File: config.mk
export PLATFORM = sky130hd
export DESIGN_NAME = sgp_policy_regs
export DESIGN_NICKNAME = d
export VERILOG_FILES = /design/src/inc/sgp_pkg.sv /design/src/hw/sgp_policy_regs.sv
export SDC_FILE = /design/constraint.sdc
export NUM_CORES = 1
export LEC_CHECK = 0
export BUFFER_PORTS_ARGS = -buffer_cell sky130_fd_sc_hd__buf_4
export CAP_MARGIN = 20
export CORE_MARGIN = 2
export CORE_UTILIZATION = 35
export CTS_CLUSTER_SIZE = 14
export DETAILED_ROUTE_END_ITERATION = 8
export GPL_TIMING_DRIVEN = 0
export PLACE_DENSITY = 0.61
export SETUP_SLACK_MARGIN = 0.4
export SYNTH_ARGS = -nofsm -noshare
export SYNTH_HDL_FRONTEND = slang
export SYNTH_SLANG_ARGS = --single-unit
File: constraint.sdc
create_clock -name CLOCK -period 2.8 [get_ports CLOCK]
set_clock_uncertainty 0.05 [all_clocks]
set_input_delay 0.28 -clock CLOCK [delete_from_list [all_inputs] [get_ports CLOCK]]
set_output_delay 0.28 -clock CLOCK [all_outputs]
set_load 0.02 [all_outputs]
File: src/inc/sgp_pkg.sv
// ****************************************************************
// Constants and types for the global policy bits
// ****************************************************************
package sgp_pkg;

    // Register map, byte offsets on the management register port
    localparam logic [7:0]  REG_AGING_CTRL_OFS  = 8'h03; // Aging and back-off bits
    localparam logic [7:0]  REG_POLICY_CTRL_OFS = 8'h04; // Switch policy control

    // Field positions in the aging control register
    localparam int          AG_AGE_EN_BIT      = 2;    // Aging enable
    localparam int          AG_FAST_BIT        = 1;    // Fast age enable
    localparam int          AG_BACKOFF_BIT     = 0;    // Aggressive back-off
    localparam logic [2:0]  AG_WRITE_MASK      = 3'h7; // Bits held here, rest read zero

    // Field positions in the policy control register
    localparam int          PC_VLAN_BLOCK_BIT  = 7;    // Port-VLAN mismatch discard
    localparam int          PC_STORM_BC_BIT    = 6;    // Storm protection broadcast only
    localparam int          PC_BP_CARRIER_BIT  = 5;    // Carrier sense back pressure
    localparam int          PC_FAIR_BIT        = 4;    // Flow control fair mode
    localparam int          PC_COLL_RETRY_BIT  = 3;    // No excessive collision drop
    localparam int          PC_HUGE_BIT        = 2;    // Huge packet support
    localparam int          PC_LEGAL_BIT       = 1;    // Legal max size check disable
    localparam int          PC_PRIO_RSV_BIT    = 0;    // Priority buffer reserve

    // Fixed reset values, strap bits are loaded over these after release
    localparam logic [2:0]  AG_RESET           = 3'h4; // Aging on, fast off, back-off off
    localparam logic [7:0]  PC_RESET           = 8'hf0; // Bits 7..4 set, rest clear

    // Frame size limits in bytes
    localparam logic [10:0] FRAME_HUGE         = 11'h77c; // 1916
    localparam logic [10:0] FRAME_LEGAL_OFF    = 11'h600; // 1536
    localparam logic [10:0] FRAME_TAGGED       = 11'h5f2; // 1522
    localparam logic [10:0] FRAME_UNTAGGED     = 11'h5ee; // 1518

    // Aging timing
    localparam longint      CLK_HZ             = 40_000_000;
    localparam longint      AGE_FAST_US        = 800;  // Fast age period, microseconds
    localparam longint      AGE_NORMAL_S       = 300;  // Normal age period, seconds
    localparam longint      AGE_SPREAD_S       = 75;   // Added spread, seconds
    localparam int          AGE_CNT_W          = 36;
    localparam logic [35:0] AGE_FAST_CYC       = 36'(AGE_FAST_US * (CLK_HZ / 1_000_000));
    localparam logic [35:0] AGE_NORMAL_CYC     = 36'((AGE_NORMAL_S + AGE_SPREAD_S) * CLK_HZ);

    // Start-up phase: strap load then normal running
    typedef enum logic [1:0] {
        PH_STRAP = 2'b01,
        PH_RUN   = 2'b10
    } sgp_phase_t;

    // Policy bundle handed to the datapath
    typedef struct packed {
        logic        age_en;          // Address table aging on
        logic        fast_age;        // Fast aging period in use
        logic        backoff_aggr;    // Non-standard back-off
        logic        vlan_xing_block; // No packet crosses a port-VLAN edge
        logic        storm_bc_only;   // Storm control limited to broadcast
        logic        bp_carrier;      // 1 carrier sense, 0 forced collision
        logic        fair_drop;       // Drop from non flow-controlled port
        logic        coll_retry;      // Keep retrying past 16 collisions
        logic        prio_reserve;    // Reserve buffers for high priority
        logic [10:0] max_untagged;    // Largest accepted untagged frame
        logic [10:0] max_tagged;      // Largest accepted tagged frame
    } sgp_policy_t;

endpackage

File: src/hw/sgp_policy_regs.sv
`timescale 1ns/100ps
// What this block does
// (RL1) Aging runs when enabled; strap default on
// (RL2) Fast age bit selects 800us period
// (RL3) Aggressive back-off bit; strap default off
// (RL4) VLAN discard bit blocks all crossing traffic
// (RL5) Storm bit limits regulation to broadcast
// (RL6) Back pressure: carrier sense or collision
// (RL7) Fair mode drops non flow-controlled packets
// (RL8) Unfair mode flow-controls the flow-controlled port
// (RL9) Collision retry bit; strap default drop
// (RL10) Huge bit allows 1916 bytes, overrides
// (RL11) Otherwise size comes from legal bit
// (RL12) Legal bit: 1536, else 1522/1518
// (RL13) After fast cycle return to normal period
// (RL14) Straps load defaults, software may change
module sgp_policy_regs #(
    parameter logic [35:0] FAST_AGE_CYC   = sgp_pkg::AGE_FAST_CYC,   // Fast age period
    parameter logic [35:0] NORMAL_AGE_CYC = sgp_pkg::AGE_NORMAL_CYC  // Normal age period
) (
    input  wire logic                 CLOCK,                // Core clock, 40 MHz
    input  wire logic                 RST_N,                // Asynchronous reset
    input  wire logic                 AGING_DEFAULT_STRAP_PIN,     // Aging default
    input  wire logic                 BACKOFF_DEFAULT_STRAP_PIN,   // Back-off default
    input  wire logic                 COLLISION_DROP_DEFAULT_STRAP_PIN, // Retry default
    input  wire logic                 LEGAL_SIZE_DEFAULT_STRAP_PIN,     // Legal size default
    input  wire logic [7:0]           REG_ADDR,             // Register address
    input  wire logic                 REG_WR,               // Write strobe
    input  wire logic [7:0]           REG_WDATA,            // Write data
    output logic      [7:0]           REG_RDATA,            // Read data, one cycle later
    output logic                      AGE_TICK,             // One aging pass due
    output sgp_pkg::sgp_policy_t      POLICY                // Policy to the datapath
);

    // ****************************************************************
    // Reset release
    // ****************************************************************
    logic                 rst_s1_q;     // First synchroniser stage
    logic                 rst_s2_q;     // Released reset copy
    logic                 rst_n;        // Internal active-low reset

    // Release through two stages so every flop leaves reset together
    always_ff @(posedge CLOCK or negedge RST_N) begin
        if (!RST_N) begin
            rst_s1_q <= 1'b0;
            rst_s2_q <= 1'b0;
        end else begin
            rst_s1_q <= 1'b1;
            rst_s2_q <= rst_s1_q;
        end
    end
    assign rst_n = rst_s2_q;

    // ****************************************************************
    // Decode
    // ****************************************************************
    sgp_pkg::sgp_phase_t  phase_q;      // Strap load or running
    sgp_pkg::sgp_phase_t  phase_d;
    logic                 run;          // Software writes accepted
    logic                 wr_aging;     // Write to aging control
    logic                 wr_policy;    // Write to policy control
    logic                 fast_done;    // Fast pass issued this cycle

    assign run       = (phase_q == sgp_pkg::PH_RUN);
    // Writes are refused during the strap load cycle
    assign wr_aging  = run && REG_WR && (REG_ADDR == sgp_pkg::REG_AGING_CTRL_OFS);
    assign wr_policy = run && REG_WR && (REG_ADDR == sgp_pkg::REG_POLICY_CTRL_OFS);

    // Strap load happens once, on the first edge after release
    always_comb begin
        phase_d = phase_q;
        case (phase_q)
            sgp_pkg::PH_STRAP: phase_d = sgp_pkg::PH_RUN;
            sgp_pkg::PH_RUN:   phase_d = sgp_pkg::PH_RUN;
            default:           phase_d = sgp_pkg::PH_STRAP;
        endcase
    end

    always_ff @(posedge CLOCK or negedge rst_n) begin
        if (!rst_n) begin
            phase_q <= sgp_pkg::PH_STRAP;
        end else begin
            phase_q <= phase_d;
        end
    end

    // ****************************************************************
    // Control registers
    // ****************************************************************
    logic [2:0]           aging_q;      // Aging control bits
    logic [2:0]           aging_d;
    logic [7:0]           policy_q;     // Policy control bits
    logic [7:0]           policy_d;

    // Next value: strap load, software write, or fast age completion
    always_comb begin
        aging_d  = aging_q;
        policy_d = policy_q;
        if (!run) begin
            // Pins are sampled as reset leaves, then left to software
            aging_d[sgp_pkg::AG_AGE_EN_BIT]      = AGING_DEFAULT_STRAP_PIN;      // RL1 RL14
            aging_d[sgp_pkg::AG_BACKOFF_BIT]     = BACKOFF_DEFAULT_STRAP_PIN;    // RL3 RL14
            policy_d[sgp_pkg::PC_COLL_RETRY_BIT] = COLLISION_DROP_DEFAULT_STRAP_PIN; // RL9
            policy_d[sgp_pkg::PC_LEGAL_BIT]      = LEGAL_SIZE_DEFAULT_STRAP_PIN; // RL14
        end else begin
            // Fast aging ends itself after one pass
            if (fast_done) begin
                aging_d[sgp_pkg::AG_FAST_BIT] = 1'b0;                           // RL13
            end
            // A write in the same cycle wins over the self-clear
            if (wr_aging) begin
                aging_d = REG_WDATA[2:0] & sgp_pkg::AG_WRITE_MASK;
            end
            if (wr_policy) begin
                policy_d = REG_WDATA;
            end
        end
    end

    always_ff @(posedge CLOCK or negedge rst_n) begin
        if (!rst_n) begin
            aging_q  <= sgp_pkg::AG_RESET;                                       // RL2
            policy_q <= sgp_pkg::PC_RESET;
        end else begin
            aging_q  <= aging_d;
            policy_q <= policy_d;
        end
    end

    // ****************************************************************
    // Read back
    // ****************************************************************
    logic [7:0]           rdata_d;      // Selected register

    // Unmapped offsets read zero; the aging register keeps only 3 bits
    assign rdata_d = (REG_ADDR == sgp_pkg::REG_AGING_CTRL_OFS)  ? {5'h00, aging_q} :
                     (REG_ADDR == sgp_pkg::REG_POLICY_CTRL_OFS) ? policy_q : 8'h00;

    always_ff @(posedge CLOCK or negedge rst_n) begin
        if (!rst_n) begin
            REG_RDATA <= 8'h00;
        end else begin
            REG_RDATA <= rdata_d;
        end
    end

    // ****************************************************************
    // Aging timer
    // ****************************************************************
    logic [35:0]          age_cnt_q;    // Cycles since last pass
    logic [35:0]          age_limit;    // Period in use
    logic                 age_due;      // Period elapsed
    logic                 age_en;
    logic                 fast_en;

    assign age_en    = aging_q[sgp_pkg::AG_AGE_EN_BIT];
    assign fast_en   = aging_q[sgp_pkg::AG_FAST_BIT];
    assign age_limit = fast_en ? FAST_AGE_CYC : NORMAL_AGE_CYC;                  // RL2 RL13
    assign age_due   = age_en && (age_cnt_q >= age_limit - 36'h1);
    assign fast_done = age_due && fast_en;

    // Held at zero while aging is off so a restart gets a full period
    always_ff @(posedge CLOCK or negedge rst_n) begin
        if (!rst_n) begin
            age_cnt_q <= 36'h0;
            AGE_TICK  <= 1'b0;
        end else begin
            age_cnt_q <= (!age_en || age_due) ? 36'h0 : age_cnt_q + 36'h1;       // RL1
            AGE_TICK  <= age_due;
        end
    end

    // ****************************************************************
    // Frame size limits
    // ****************************************************************
    logic [10:0]          max_untag_d;  // Untagged limit
    logic [10:0]          max_tag_d;    // Tagged limit
    logic [10:0]          max_untag_q;
    logic [10:0]          max_tag_q;
    logic                 huge;
    logic                 legal_off;

    assign huge        = policy_q[sgp_pkg::PC_HUGE_BIT];
    assign legal_off   = policy_q[sgp_pkg::PC_LEGAL_BIT];
    // Huge support overrides the legal size bit
    assign max_untag_d = huge      ? sgp_pkg::FRAME_HUGE :                       // RL10
                         legal_off ? sgp_pkg::FRAME_LEGAL_OFF :                  // RL11
                                     sgp_pkg::FRAME_UNTAGGED;                    // RL12
    assign max_tag_d   = huge      ? sgp_pkg::FRAME_HUGE :
                         legal_off ? sgp_pkg::FRAME_LEGAL_OFF :
                                     sgp_pkg::FRAME_TAGGED;                      // RL12

    always_ff @(posedge CLOCK or negedge rst_n) begin
        if (!rst_n) begin
            max_untag_q <= sgp_pkg::FRAME_UNTAGGED;
            max_tag_q   <= sgp_pkg::FRAME_TAGGED;
        end else begin
            max_untag_q <= max_untag_d;
            max_tag_q   <= max_tag_d;
        end
    end

    // ****************************************************************
    // Policy outputs, all straight from flops
    // ****************************************************************
    assign POLICY.age_en          = age_en;
    assign POLICY.fast_age        = fast_en;
    assign POLICY.backoff_aggr    = aging_q[sgp_pkg::AG_BACKOFF_BIT];           // RL3
    assign POLICY.vlan_xing_block = policy_q[sgp_pkg::PC_VLAN_BLOCK_BIT];       // RL4
    assign POLICY.storm_bc_only   = policy_q[sgp_pkg::PC_STORM_BC_BIT];         // RL5
    assign POLICY.bp_carrier      = policy_q[sgp_pkg::PC_BP_CARRIER_BIT];       // RL6
    // Datapath drops when set, flow-controls when clear
    assign POLICY.fair_drop       = policy_q[sgp_pkg::PC_FAIR_BIT];             // RL7 RL8
    assign POLICY.coll_retry      = policy_q[sgp_pkg::PC_COLL_RETRY_BIT];       // RL9
    assign POLICY.prio_reserve    = policy_q[sgp_pkg::PC_PRIO_RSV_BIT];
    assign POLICY.max_untagged    = max_untag_q;
    assign POLICY.max_tagged      = max_tag_q;

    // ****************************************************************
    // Checks
    // ****************************************************************
    property p_age_off;
        @(posedge CLOCK) disable iff (!rst_n)
        !age_en |=> !AGE_TICK;
    endproperty
    a_age_off: assert property (p_age_off) else $error("Age tick while aging off"); // RL1

    property p_fast_end;
        @(posedge CLOCK) disable iff (!rst_n)
        fast_done && !wr_aging |=> !POLICY.fast_age ##0 AGE_TICK;
    endproperty
    a_fast_end: assert property (p_fast_end) else $error("Fast age not ended"); // RL13

    property p_huge;
        @(posedge CLOCK) disable iff (!rst_n)
        huge |=> POLICY.max_untagged == sgp_pkg::FRAME_HUGE
            && POLICY.max_tagged == sgp_pkg::FRAME_HUGE;
    endproperty
    a_huge: assert property (p_huge) else $error("Huge limit wrong"); // RL10

    property p_legal;
        @(posedge CLOCK) disable iff (!rst_n)
        !huge && legal_off |=> POLICY.max_untagged == sgp_pkg::FRAME_LEGAL_OFF
            && POLICY.max_tagged == sgp_pkg::FRAME_LEGAL_OFF;
    endproperty
    a_legal: assert property (p_legal) else $error("Legal-off limit wrong"); // RL11

    property p_std;
        @(posedge CLOCK) disable iff (!rst_n)
        !huge && !legal_off |=> POLICY.max_untagged == sgp_pkg::FRAME_UNTAGGED
            && POLICY.max_tagged == sgp_pkg::FRAME_TAGGED;
    endproperty
    a_std: assert property (p_std) else $error("Standard limit wrong"); // RL12

    property p_strap;
        @(posedge CLOCK) disable iff (!rst_n)
        phase_q == sgp_pkg::PH_STRAP |=> POLICY.age_en == $past(AGING_DEFAULT_STRAP_PIN)
            && POLICY.backoff_aggr == $past(BACKOFF_DEFAULT_STRAP_PIN)
            && POLICY.coll_retry == $past(COLLISION_DROP_DEFAULT_STRAP_PIN)
            && legal_off == $past(LEGAL_SIZE_DEFAULT_STRAP_PIN);
    endproperty
    a_strap: assert property (p_strap) else $error("Strap not loaded"); // RL14

    property p_defaults;
        @(posedge CLOCK) disable iff (!rst_n)
        phase_q == sgp_pkg::PH_STRAP |=> policy_q[7:4] == 4'hf && !POLICY.fast_age
            && !huge && !POLICY.prio_reserve;
    endproperty
    a_defaults: assert property (p_defaults) else $error("Reset values wrong"); // RL4

    property p_write;
        @(posedge CLOCK) disable iff (!rst_n)
        wr_policy |=> POLICY.vlan_xing_block == $past(REG_WDATA[7])
            && POLICY.storm_bc_only == $past(REG_WDATA[6])
            && POLICY.bp_carrier == $past(REG_WDATA[5])
            && POLICY.fair_drop == $past(REG_WDATA[4])
            // Read back only owed when the address stayed on this register
            ##1 (REG_RDATA == $past(REG_WDATA, 2)
            || $past(REG_ADDR) != sgp_pkg::REG_POLICY_CTRL_OFS);
    endproperty
    a_write: assert property (p_write) else $error("Policy write not taken"); // RL5

    property p_tick_gap;
        @(posedge CLOCK) disable iff (!rst_n)
        AGE_TICK |=> !AGE_TICK;
    endproperty
    a_tick_gap: assert property (p_tick_gap) else $error("Back to back age ticks"); // RL2

endmodule

After elaboration in Yosys (flattened, before gate mapping)

Cells that the tools add are included.

Muxes and demuxes: 16
Equality and inequality tests: 6
Magnitude comparators: 1
Reductions and logical operators: 11
Add/subtract/negate cells: 2

Operators with widths:

| operator                                                                | number |
|---|---|
| 10-bit two-way mux                                                      | 4 |
| 36-bit by 1-bit adder with 36-bit output, second input constant         | 1 |
| 36-bit >= comparator                                                    | 1 |
| 36-bit two-way mux                                                      | 1 |
| 34-bit by 1-bit subtractor with 35-bit output, second input constant    | 1 |
| 34-bit two-way mux                                                      | 1 |
| 8-bit two-way mux                                                       | 2 |
| 8-bit by 2-bit == test with 1-bit output, second input constant         | 1 |
| 8-bit by 3-bit == test with 1-bit output, second input constant         | 1 |
| 1-bit logical AND                                                       | 5 |
| 1-bit two-way mux                                                       | 5 |
| 4-bit two-way mux                                                       | 1 |
| 2-bit by 1-bit inequality test with 1-bit output, second input constant | 2 |
| 2-bit AND reduction                                                     | 2 |
| 3-bit two-way mux                                                       | 1 |
| 2-bit by 1-bit == test with 1-bit output, second input constant         | 1 |
| 2-bit == test, second input constant                                    | 1 |
| 2-bit two-way mux                                                       | 1 |
| 2-bit nonzero test                                                      | 1 |
| 2-bit OR reduction                                                      | 1 |
| 1-bit logical NOT                                                       | 1 |
| 1-bit logical OR                                                        | 1 |

Logic and storage cells: 48
Register bits after elaboration: 82
Output and inout bits: 40
Bits of input ports: 23

Longest topological paths before layout

Word-level depth: 8
Gate-level depth with buffers: 8

Worst setup path after synthesis

Ideal clock, no wire load.

Path kind: reg-to-reg
Start point: register aging_q[1]
End point: register age_cnt_q[16]
Cell stages (with the launch flop): 8
Data arrival time: 2,288 ps
Library setup time: 86 ps
Path slack: 375 ps
Required time: 2,664 ps
Path buffers: 1
Path through: dfrtp_1 > ha_1 > a21oi_1 > o211ai_1 > a2111oi_2 > nand4_4 > buf_6 > nor3_1

Cells in the longest elaborated chain, start to end: 6

Ends and longest elaborated chain:

| what                                          | RTL line               | source |
|---|---|---|
| from (decl)                                   | sgp_policy_regs.sv:90  | `logic [2:0] aging_q;` |
| from (signal assigned)                        | sgp_policy_regs.sv:122 | `aging_q <= sgp_pkg::AG_RESET;` |
| from (signal assigned)                        | sgp_policy_regs.sv:125 | `aging_q <= aging_d;` |
| 34-bit two-way mux                            | sgp_policy_regs.sv:158 | `assign age_limit = fast_en ? FAST_AGE_CYC : NORMAL_AGE_CYC;` |
| 34-bit by 1-bit subtractor with 35-bit output | sgp_policy_regs.sv:159 | `assign age_due = age_en && (age_cnt_q >= age_limit - 36'h1);` |
| 36-bit >= comparator                          | sgp_policy_regs.sv:159 |  |
| 1-bit logical AND                             | sgp_policy_regs.sv:159 |  |
| 1-bit logical OR                              | sgp_policy_regs.sv:168 | `age_cnt_q <= (!age_en \|\| age_due) ? 36'h0 : age_cnt_q + 36'h1;` |
| 36-bit two-way mux                            | sgp_policy_regs.sv:168 |  |
| to (signal assigned)                          | sgp_policy_regs.sv:168 |  |
| to (decl)                                     | sgp_policy_regs.sv:150 | `logic [35:0] age_cnt_q;` |

Every way passes these cells.
A chain may end at the register's enable or synchronous reset.

Worst setup path after layout

Start point: register aging_q[1]
End point: register age_cnt_q[34]

The elaborated chain is that of the path after synthesis.

==> out/results.tsv <==
metric	value	unit
outcome	complete, no violations	
total grt overflow	0	
GRT Util Overall	0.1435	
maximum vdd drop	0.2552	mV
final hold vios	0	
Syn. warnings	0	
Die Area	10830	um2
DRT iter0 DRCs	88	
clock root buffer	clkbuf_8	
Final min period	2385	ps
largest net degree at the start of global routing	33	
CTS tree	built	
FFs w/ async S/R, synth	1.000	
Routability Congestion	0.7994	
Final Cycle Share	0.8518	
PnR worst setup slack	415.0	ps
clk buf depth	2	
Max Fanout on Critical Path	5	
Via density	4.918	
Synth Flop Type	dfrtp_1	
Initial Util	0.3603	
max-cap violation count	0	
relative slew slack	0.5207	
critical path capture point type	register	
Leak	2.124	nW
Die Ht	104.1	um
Nets	460	
Initial DRT Pass Iterations	4	
H-tree depth	3	
fmax	419.3	MHz
CORE AREA	9729	um2
Core Rows	36	
worst hold path class	input pin to register	
crit path DAT	2540	ps
RSZ-0062 raised after global routing	yes	
most common cell after layout, fill and taps aside	buf_4	
synthesis-stage register bit count	64	
commonest non-fill, non-tap cells in the layout	buf_4 (90), dfrtp_1 (54), nand2_1 (29)	
crit path kind	register to register	
Area growth, synth to finish	39.33	%
DRT antenna net count	0	
Post-Syn Area per Cell	10.62	um2
WL final	8241	um
Clock Latency Late Sink	350	ps
final slew viol count	0	
drc violations	0	
number of synthesized flops with an enable pin	0	
initial antenna violation count	0	
vias in the first global route	2561	
total number of vias	2749	
sequential share of the synthesized area	0.4597	
Antenna Cells	0	
Worst EP required	2950	ps
Register Area	1614	um2
drt wl/cell	14.74	um
CTS Buf Count	9	
dpl hpwl	5436	um
pre-CTS setup slack	181.0	ps
crit start category	register	
area of the multi-input gates	1903	um2
power per cell area	477.1	nW/um2
Mapped Area	3506	um2
IO Count	63	
fraction of layout cells with a size suffix above 1	0.4366	
setup violation total in the final timing report	0	
worst slew pin tran	718.9	ps
Unique masters post-synth	58	
first-pass GRT wire length	12530	um
clk sinks	64	
FILL cells	914	
Chip Width	104.1	um
cells after synthesis	330	
port bufs	58	
Worst-path clk slew	80	ps
final total power	2.331	mW
==> state kept, by name, indices dropped and copies added, names as in the netlist <==
signal,count
max_tag_q,1
rst_n,1
AGE_TICK,1
max_untag_q,3
REG_RDATA,8
age_cnt_q,36
policy_q,8
phase_q,2
rst_s1_q,1
aging_q,3
==> per-stage QoR <==
step           TNS [ps]  std cells  hold slack [ps]  utilization  area (um2)
2_1_floorplan         0        334           -65.59            -        3522
3_3_place_gp     -92.34        525            12.33       0.4239        4124
3_5_place_dp          0        526            13.32       0.4261        4145
4_1_cts               0        546            64.15       0.4592        4468
5_1_grt               0        559            62.73       0.5021        4885
6_report              0        559            73.54       0.5021        4885
==> area by class of cell <==
class	instances	share of cell area
Tap cell	133	0.03407
Clock inverter	5	0.02613
Buffer	35	0.05405
Clock buffer	11	0.02894
Inverter	8	0.006148
Sequential cell	64	0.3304
Multi-Input combinational cell	227	0.3896
Timing Repair Buffer	76	0.1306
==> Yosys cell counts, drive strengths merged, types with 2 or more instances <==
master | instances | area share
dfrtp | 56 | 0.40
nor3 | 40 | 0.073
nand2 | 29 | 0.031
buf | 28 | 0.062
xor2 | 19 | 0.047
ha | 16 | 0.057
nand3 | 15 | 0.021
xnor2 | 12 | 0.030
nand4 | 11 | 0.026
nor2 | 11 | 0.012
and3 | 10 | 0.018
dfstp | 8 | 0.060
inv | 8 | 0.0086
and2 | 6 | 0.011
and4 | 6 | 0.015
clkbuf | 6 | 0.0064
nor4 | 5 | 0.013
a21oi | 4 | 0.0057
a22oi | 3 | 0.0064
a221o | 2 | 0.0057
a31oi | 2 | 0.0036
a41oi | 2 | 0.0071
conb | 2 | 0.0021
mux2i | 2 | 0.0057
nand4b | 2 | 0.0050
nor2b | 2 | 0.0036
o31ai | 2 | 0.0057
==> critical path, cell delays in order, from the launching register on <==
cell and delay [ps]:
dfrtp_2 440, buf_12 150, buf_4 160, ha_1 320
nand4_1 130, nor4_4 290, buf_4 200, o31ai_4 90
nand4_4 90, buf_6 140, buf_6 130, nor3_1 50
==> report_power, final <==
part	internal [mW]	switching, mW	leakage [nW]
Sequential	0.950	0.0281	0.839
Combinational	0.140	0.144	1.15
Clock	0.706	0.363	0.130
Total	1.80	0.534	2.12
==> routing by layer <==
layer,vias up,global-route usage,routed length [um],part of all wire
met5,-,0,0,0
met4,0,0.04344,97,0.012
met3,8,0.04511,449,0.054
met2,67,0.2279,4137,0.50
met1,1341,0.1876,3556,0.43
li1,1333,-,-,-
==> cell families after synthesis <==
group                      Yosys count  share of synthesized area
other                                2                   0.002142
muxes                                2                   0.005710
DFF                                 64                     0.4597
AOI/OAI and AO/OA                   25                    0.06424
adders and majority gates           16                    0.05710
xor gates and xnor gates            31                    0.07744
and+or+nand+nor                    147                     0.2534
buffers and inverters               43                    0.08030
==> path summary, 6_finish.rpt <==
check,startpoint,to,slack [ps],cells past startpoint
setup / recovery,aging_q[1]$_DFFE_PN0P_,age_cnt_q[34]$_DFF_PN0_,420,11
hold / removal,REG_WDATA[5],policy_q[5]$_DFFE_PN1P_,70,3
setup reg to reg,aging_q[1]$_DFFE_PN0P_,age_cnt_q[34]$_DFF_PN0_,420,11
hold reg to reg,rst_n$_DFF_PN0_,policy_q[2]$_DFFE_PN0P_,270,0
max in group asynchronous,rst_n$_DFF_PN0_,max_untag_q[8]$_DFF_PN1_,1740,1
min in group asynchronous,RST_N,rst_n$_DFF_PN0_,210,2
==> what timing repair did <==
action / CTS / global route
setup endpoints to repair: 36 / 31
setup buffers: 3 / 10
hold endpoints to repair: 2 / 0
pin swaps: 2 / 29
cloned: 0 / 3
gates resized for setup: 2 / 50
hold buffers: 1 / 0
No activity file was read; power rests on OpenSTA's default activity.
